`src/core/t1_sf_pkg.sv`:
```
// constants and carrier types for the twelve-frame multiframe formatter
package t1_sf_pkg;
  localparam int          FIFO_DEPTH  = 4;
  localparam int          SLOT_BITS   = 8;
  // frame, slot and bit counters count from zero
  localparam logic [3:0]  LAST_FRAME  = 4'hb;
  localparam logic [4:0]  LAST_SLOT   = 5'h17;
  localparam logic [2:0]  LAST_BIT    = 3'h7;
  localparam logic [3:0]  SIG_A_FRAME = 4'h5;
  localparam logic [3:0]  SIG_B_FRAME = 4'hb;
  // framing bits of frames 1..12, frame 1 in the msb
  localparam logic [11:0] FBIT_PAT    = 12'h8dc;
  // data-multiplex sync byte 1 0 1 1 1 Y R 0, msb sent first
  localparam logic [7:0]  SYNC_BASE   = 8'hb8;
  localparam int          Y_POS       = 2;
  localparam int          R_POS       = 1;
  localparam logic [7:0]  IDLE_BYTE   = 8'hff;
  // values after reset
  localparam logic [3:0]  FRAME_RST   = 4'h0;
  localparam logic [4:0]  SLOT_RST    = 5'h00;
  localparam logic [2:0]  BIT_RST     = 3'h0;
  localparam logic [7:0]  SHIFT_RST   = 8'h00;

  typedef struct packed {
    logic [7:0] data;
    logic       sig_a;
    logic       sig_b;
  } slot_word_t;

  typedef struct packed {
    logic bit_val;
    logic strobe;
    logic frame_start;
    logic mf_start;
  } line_out_t;

  typedef enum logic {ST_FBIT = 1'b0, ST_SLOT = 1'b1} fmt_state_t;

  localparam slot_word_t IDLE_WORD = '{data: IDLE_BYTE, sig_a: 1'b1, sig_b: 1'b1};
  localparam line_out_t  LINE_RST  = '{bit_val: 1'b0, strobe: 1'b0, frame_start: 1'b0,
                                       mf_start: 1'b0};
endpackage

```
`src/core/t1_superframe_formatter.sv`:
```
// twelve-frame multiframe transmit formatter with its slot fifo
`timescale 1ns/1ps
`default_nettype none

module slot_fifo #(
  parameter int WIDTH = 10,
  parameter int DEPTH = 4
) (
  // clock and reset
  input  wire logic             clk,
  input  wire logic             rst,
  // filling side
  input  wire logic [WIDTH-1:0] in_data,
  input  wire logic             in_valid,
  output logic                  in_ready,
  // draining side
  output logic [WIDTH-1:0]      out_data,
  output logic                  out_valid,
  input  wire logic             out_ready
);
  localparam int AW = $clog2(DEPTH);
  localparam int CW = $clog2(DEPTH + 1);

  logic [WIDTH-1:0] mem [DEPTH];
  logic [AW-1:0]    wp_r;
  logic [AW-1:0]    wp_nxt;
  logic [AW-1:0]    rp_r;
  logic [AW-1:0]    rp_nxt;
  logic [CW-1:0]    cnt_r;
  logic [CW-1:0]    cnt_nxt;
  logic             rdy_r;
  logic             rdy_nxt;
  logic             push;
  logic             pop;

  // pointer and fill arithmetic; depth is a power of two so pointers wrap freely
  always_comb begin
    push    = in_valid && rdy_r;
    pop     = out_valid && out_ready;
    wp_nxt  = push ? AW'(wp_r + 1'b1) : wp_r;
    rp_nxt  = pop ? AW'(rp_r + 1'b1) : rp_r;
    cnt_nxt = CW'(cnt_r + CW'(push) - CW'(pop));
    rdy_nxt = (cnt_nxt != CW'(DEPTH));
  end

  always_ff @(posedge clk or posedge rst) begin
    if (rst) begin
      wp_r  <= '0;
      rp_r  <= '0;
      cnt_r <= '0;
      rdy_r <= 1'b0;
    end else begin
      wp_r  <= wp_nxt;
      rp_r  <= rp_nxt;
      cnt_r <= cnt_nxt;
      rdy_r <= rdy_nxt;
    end
  end

  // storage has no reset; out_data always shows the slot at the read pointer, valid only while out_valid is high
  always_ff @(posedge clk) begin
    if (push) begin
      mem[wp_r] <= in_data;
    end
  end

  // ready is registered so the filling side never sees a combinational path
  assign in_ready  = rdy_r;
  assign out_valid = (cnt_r != '0);
  assign out_data  = mem[rp_r];
endmodule

module t1_superframe_formatter (
  // clock and reset
  input  wire logic                  clk,
  input  wire logic                  rst,
  // channelised slot words from the system side
  input  wire t1_sf_pkg::slot_word_t slot_in,
  input  wire logic                  slot_valid,
  output logic                       slot_ready,
  // format controls, same clock domain
  input  wire logic                  dm_mode,
  input  wire logic                  yellow_alarm,
  input  wire logic                  r_bit,
  // serial line side
  input  wire logic                  line_tick_pin,
  output t1_sf_pkg::line_out_t       line_r,
  output logic                       underrun_r,
  output logic [3:0]                 frame_r
);
  import t1_sf_pkg::*;

  logic       tk_s1_r;
  logic       tk_s2_r;
  logic       tk_s3_r;
  logic       tick;
  slot_word_t fifo_word;
  logic       fifo_valid;
  logic       fifo_pop;
  logic       ready_i;
  fmt_state_t st_r;
  fmt_state_t st_nxt;
  logic [3:0] frm_nxt;
  logic [4:0] slot_r;
  logic [4:0] slot_nxt;
  logic [2:0] bit_r;
  logic [2:0] bit_nxt;
  logic [7:0] sh_r;
  logic [7:0] sh_nxt;
  line_out_t  line_nxt;
  logic       under_nxt;
  logic       sync_slot;
  logic [7:0] sync_byte;
  logic [7:0] load_byte;
  slot_word_t cur_word;
  logic [3:0] fidx;

  // the line bit clock pin passes three flops; only the second is edge-detected
  always_ff @(posedge clk or posedge rst) begin
    if (rst) begin
      tk_s1_r <= 1'b0;
      tk_s2_r <= 1'b0;
      tk_s3_r <= 1'b0;
    end else begin
      tk_s1_r <= line_tick_pin;
      tk_s2_r <= tk_s1_r;
      tk_s3_r <= tk_s2_r;
    end
  end

  assign tick = tk_s2_r && !tk_s3_r;

  // four-word buffer between system side and serialiser absorbs frame-bit gaps
  slot_fifo #(
    .WIDTH ($bits(slot_word_t)),
    .DEPTH (FIFO_DEPTH)
  ) slot_fifo_i (
    .clk       (clk),
    .rst       (rst),
    .in_data   (slot_in),
    .in_valid  (slot_valid),
    .in_ready  (ready_i),
    .out_data  (fifo_word),
    .out_valid (fifo_valid),
    .out_ready (fifo_pop)
  );

  // byte chosen at the first bit of each slot
  always_comb begin
    fidx      = 4'(LAST_FRAME - frame_r);
    // sync byte in last slot of frames 1-11
    sync_slot = dm_mode && (slot_r == LAST_SLOT) && (frame_r != LAST_FRAME);
    sync_byte = SYNC_BASE;
    sync_byte[Y_POS] = !yellow_alarm;
    sync_byte[R_POS] = r_bit;
    cur_word  = fifo_valid ? fifo_word : IDLE_WORD;
    load_byte = sync_slot ? sync_byte : cur_word.data;
    // robbed signalling bit in frames 6 and 12
    if (!sync_slot && (frame_r == SIG_A_FRAME)) begin
      load_byte[0] = cur_word.sig_a;
    end else if (!sync_slot && (frame_r == SIG_B_FRAME)) begin
      load_byte[0] = cur_word.sig_b;
    end
    // sync slots consume no system word, so the fifo holds its data
    fifo_pop  = tick && (st_r == ST_SLOT) && (bit_r == BIT_RST) && !sync_slot;
  end

  // next-state for the frame, slot and bit counters and the line bit
  always_comb begin
    st_nxt   = st_r;
    frm_nxt  = frame_r;
    slot_nxt = slot_r;
    bit_nxt  = bit_r;
    sh_nxt   = sh_r;
    line_nxt = line_r;
    line_nxt.strobe      = 1'b0;
    line_nxt.frame_start = 1'b0;
    line_nxt.mf_start    = 1'b0;
    under_nxt = 1'b0;
    if (tick) begin
      line_nxt.strobe = 1'b1;
      unique case (st_r)
        ST_FBIT: begin
          // terminal bit in odd frames from the pattern
          // signalling bit in even frames from the pattern
          line_nxt.bit_val     = FBIT_PAT[fidx];
          line_nxt.frame_start = 1'b1;
          line_nxt.mf_start    = (frame_r == FRAME_RST);
          // twenty-four slots follow the framing bit
          st_nxt   = ST_SLOT;
          slot_nxt = SLOT_RST;
          bit_nxt  = BIT_RST;
        end
        ST_SLOT: begin
          // msb of each slot goes out first
          if (bit_r == BIT_RST) begin
            line_nxt.bit_val = load_byte[7];
            sh_nxt    = {load_byte[6:0], 1'b0};
            under_nxt = !sync_slot && !fifo_valid;
          end else begin
            line_nxt.bit_val = sh_r[7];
            sh_nxt = {sh_r[6:0], 1'b0};
          end
          bit_nxt = 3'(bit_r + 1'b1);
          if (bit_r == LAST_BIT) begin
            if (slot_r == LAST_SLOT) begin
              st_nxt  = ST_FBIT;
              frm_nxt = (frame_r == LAST_FRAME) ? FRAME_RST : 4'(frame_r + 1'b1);
            end else begin
              slot_nxt = 5'(slot_r + 1'b1);
            end
          end
        end
      endcase
    end
  end

  always_ff @(posedge clk or posedge rst) begin
    if (rst) begin
      st_r       <= ST_FBIT;
      frame_r    <= FRAME_RST;
      slot_r     <= SLOT_RST;
      bit_r      <= BIT_RST;
      sh_r       <= SHIFT_RST;
      line_r     <= LINE_RST;
      underrun_r <= 1'b0;
    end else begin
      st_r       <= st_nxt;
      frame_r    <= frm_nxt;
      slot_r     <= slot_nxt;
      bit_r      <= bit_nxt;
      sh_r       <= sh_nxt;
      line_r     <= line_nxt;
      underrun_r <= under_nxt;
    end
  end

  // ready is the fifo's own registered flag; the fifo itself gates the push
  assign slot_ready = ready_i;
endmodule

`default_nettype wire

```
`config.mk`:
```
export PLATFORM = sky130hd
export DESIGN_NAME = t1_superframe_formatter
export DESIGN_NICKNAME = d
export VERILOG_FILES = /design/src/core/t1_sf_pkg.sv /design/src/core/t1_superframe_formatter.sv
export SDC_FILE = /design/constraint.sdc
export NUM_CORES = 1
export LEC_CHECK = 0
export ABC_AREA = 1
export BUFFER_PORTS_ARGS = -buffer_cell sky130_fd_sc_hd__buf_2
export CAP_MARGIN = 40
export CORE_ASPECT_RATIO = 1.1
export CORE_UTILIZATION = 35
export CTS_BUF_LIST = sky130_fd_sc_hd__clkbuf_2 sky130_fd_sc_hd__clkbuf_4 sky130_fd_sc_hd__clkbuf_8
export CTS_CLUSTER_DIAMETER = 50
export DETAILED_ROUTE_END_ITERATION = 10
export GPL_ROUTABILITY_DRIVEN = 0
export PLACE_DENSITY_LB_ADDON = 0.2
export SYNTH_ARGS = -nofsm -noshare
export SYNTH_HDL_FRONTEND = slang
export SYNTH_HIERARCHICAL = 1
export SYNTH_SLANG_ARGS = --single-unit
```
`constraint.sdc`:
```
create_clock -name clk -period 6.4 [get_ports clk]
set_input_delay 1.92 -clock clk [delete_from_list [all_inputs] [get_ports clk]]
set_output_delay 1.92 -clock clk [all_outputs]
set_load 0.01 [all_outputs]
```
==> key figures <==
Power
  • Peak VDD IR: 0.0001552 V
  • Leak: roughly 1.9 nW
  • Pwr dens: 366.1 nW/µm²

Setup path
  • R2r setup slk: 3420 ps
  • Worst R2R End: slot_fifo_i/in_ready
  • Critical Path RT: 6650 ps
  • FF-to-FF path depth: 18
  • WP data arrival: 4070 ps
  • CP startpoint: dm_mode
  • Critical path fanouts, max: 9
  • CP endpoint kind: register
  • CP Class: input pin to register
  • Reg2reg start: frame_r[2]
  • CP Launch Type: input pin

Synth
  • Post-synth cell types: 36
  • Asr flop ratio synth: 0.4737
  • Mapped Cells: 355
  • #FFs+latches synth: 76
  • Seq/Total Area, Yosys: 0.5769
  • Avg Cell Area, Syn: 10.26 µm²
  • Cell area after synthesis: 3643 µm²
  • Number of flops mapped to enable cells by yosys: 40
  • Primary FF master, synth: edfxtp_1
  • Synth warnings: 6
  • Mapped Nets: 390

Place
  • DP Worst Slack: between 2000 and 2500 ps
  • Post-DP Area: 3887 µm²
  • DP HPWL: roughly 4600 µm
  • Port Buf Inserts: 26

Clock network
  • Clk buf depth: 2
  • Postcts setup bufs: 0
  • Skew-Pair Late Insertion Delay: 350 ps
  • H-tree depth reported by CTS: 3
  • TritonCTS clock tree: done
  • CTS clk-pin slew, worst paths: 80 ps
  • Clk sinks: 76
  • Root Driver: clkbuf_8
  • PostCTS Resize Cnt: 0
  • Post-CTS Hold Buffers: 0
  • CTS Buf Count: 9

Cells and area
  • Ant. Diodes: 0
  • Nets: about 430
  • Layout Area Growth over Synthesis: 12.19%
  • Final instance area: 4088 µm²
  • Layout cells sized above 1: 0.1848

GRT
  • First-pass GRT wire length: 11,120 µm
  • Gr ovfl total: 0
  • Grt met2 use: 0.2341
  • Initial antenna violation count: 0
  • Number of global-route vias before repair: around 2,400
  • M1 GR Usage: 0.1588
  • Total Routing Usage GR: 0.1358
  • Met3 usage: 0.03782
  • GR peak layer: met2
  • Largest net degree at the start of global routing: 44

Die
  • Die extent in y: between 100 and 150 µm
  • Core Area: 9985 µm²
  • Rows: 38
  • Starting Density: 0.3649
  • Die Area: 10,820 µm²
  • Boundary pin count: 27
  • DIE WIDTH: 99.28 µm

STA
  • Final setup violation count: 0
  • Fmax achieved: 261.3 MHz
  • Final hold vios: 0
  • Final Critical Period: 3827 ps
  • Period utilization: 0.5979
  • Worst Clk Skew: 9.082 ps
  • Pins Over Slew Limit: 0
  • RSZ-0062 raised after global routing: no
  • Worst slew pin tran: 837.0 ps
  • Final setup TNS: 0 ps
  • Slew headroom: 0.4420
  • Post-layout worst setup margin: approximately 2600 ps

Routing
  • Pre-antenna DRT Iters: 4
  • Drt drc: 0
  • 1st-iter DRT viols: 70
  • Remaining antenna violation count: 0
  • Vias per cell: 4.703
  • Drt wl/cell: 12.55 µm
  • Final wirelength: 6462 µm
  • Vias: around 2,400

Worst hold path
  • Worst hold path class: register to register
  • Hold Crit Depth: 0
  • Hold Path End: tk_s2_r
  • HP Start: tk_s1_r

Outcome
  • Status: completed

Job
  • Max cap viols: 0
## cells in the final DEF, fill, tap and decap left out, drive strengths merged
cell / synthesis / final
o211ai: 14 / 14
o31ai: 1 / 1
or2: 3 / 3
edfxtp: 40 / 40
ha: 17 / 17
o21ai: 21 / 21
inv: 56 / 57
a22oi: 1 / 1
nand4: 2 / 2
bufinv: 0 / 1
a21boi: 2 / 2
fa: 1 / 1
nor3: 4 / 4
clkbuf: 1 / 9
xor2: 4 / 4
clkinvlp: 0 / 1
clkinv: 2 / 6
nand3: 20 / 20
nor2: 21 / 21
a21oi: 18 / 18
o21bai: 1 / 1
buf: 7 / 32
nand3b: 2 / 2
nand2: 81 / 81
dfrtp: 36 / 36
## power by group
part           internal (W)  leakage (nW)  switching (W)  total, W
logic              0.000162         0.980       0.000274  0.000436
clock network      0.000182        0.0974       0.000184  0.000366
registers          0.000627         0.815      0.0000661  0.000694
## logic make-up (layout without fill, tap and decap cells)
kind of cell | after synthesis | count (layout) | share of synthesized area
and+or+nand+nor | 133 | 133 | 0.1652
DFF | 76 | 76 | 0.5769
buffers and inverters | 66 | 106 | 0.08241
AOI/OAI and AO/OA | 58 | 58 | 0.1020
adders and majority gates | 18 | 18 | 0.06387
xor gates and xnor gates | 4 | 4 | 0.009614
## Yosys cell counts (2+ instances only)
cell type	instances	area, µm²
o21ai_0	3	15.01
nor3_1	3	15.01
inv_2	5	18.77
a21boi_1	2	15.01
nand3b_1	2	15.01
nand4_1	2	12.51
dfrtp_1	36	900.9
ha_1	17	212.7
edfxtp_1	40	1201
nand2_1	75	281.5
xor2_1	4	35.03
o21ai_1	18	90.09
buf_4	2	15.01
nand2_2	5	31.28
a21oi_1	9	45.04
buf_6	3	33.78
nand3_1	19	95.09
nor2_4	3	33.78
o211ai_1	14	105.1
or2_0	2	12.51
a21oi_2	9	78.83
inv_1	51	191.4
nor2_1	18	67.56
## final cells by class
class	instances	area, µm²
repair buffers	32	175.2
multi-input cells	213	1241
flip-flops and latches	76	2102
clock inverters	7	76.32
inverters	58	219.0
clock buffers	9	123.9
fillers	987	5897
well taps	120	150.1
## metrics by stage
stage                 util  std cells  hold slack, ps  power [W]
floorplan                -        355           331.2   0.001060
global placement    0.3863        495           332.3   0.001125
detailed placement  0.3893        499           338.7   0.001147
CTS                 0.4094        515           355.4   0.001521
global route        0.4094        515           374.7   0.001612
finish              0.4094        515           358.5   0.001496
## worst max-delay path by stage
stage                                      end  slack (ps)  cells past startpoint
after global routing      slot_fifo_i/in_ready        2340                     18
after floorplan           slot_fifo_i/in_ready        2520                     17
after CTS                 slot_fifo_i/in_ready        2570                     18
final                     slot_fifo_i/in_ready        2570                     18
after detailed placement  slot_fifo_i/in_ready        2190                     18
after global placement    slot_fifo_i/in_ready        2270                     18
## routing by layer
| layer | share of wire | wire length (µm) |
|---|---|---|
| met5 | 0 | 0 |
| met2 | 0.49 | 3169 |
| met1 | 0.46 | 3000 |
| met3 | 0.033 | 213 |
| met4 | 0.012 | 79 |
## state kept, by name (all words and copies together), names as in the netlist, 2 cells and up
register,count
bit_r,3
frame_r,4
line_r,4
sh_r,7
slot_fifo_i/cnt_r,3
slot_fifo_i/mem,40
slot_fifo_i/rp_r,2
slot_fifo_i/wp_r,2
slot_r,5
## worst max-delay path: stages
cell and delay, ps:
buf_2 90, inv_1 40, a21oi_1 300, nand2_4 140
nand2_1 140, nor2_1 80, nand2_1 100, inv_1 50
ha_1 270, inv_1 40, ha_1 180, fa_1 380
inv_1 60, nand2_1 60, nand2_1 70, nand2_1 40
nand2_1 60, nand2_1 50
Power figures use the tool's default switching activity.
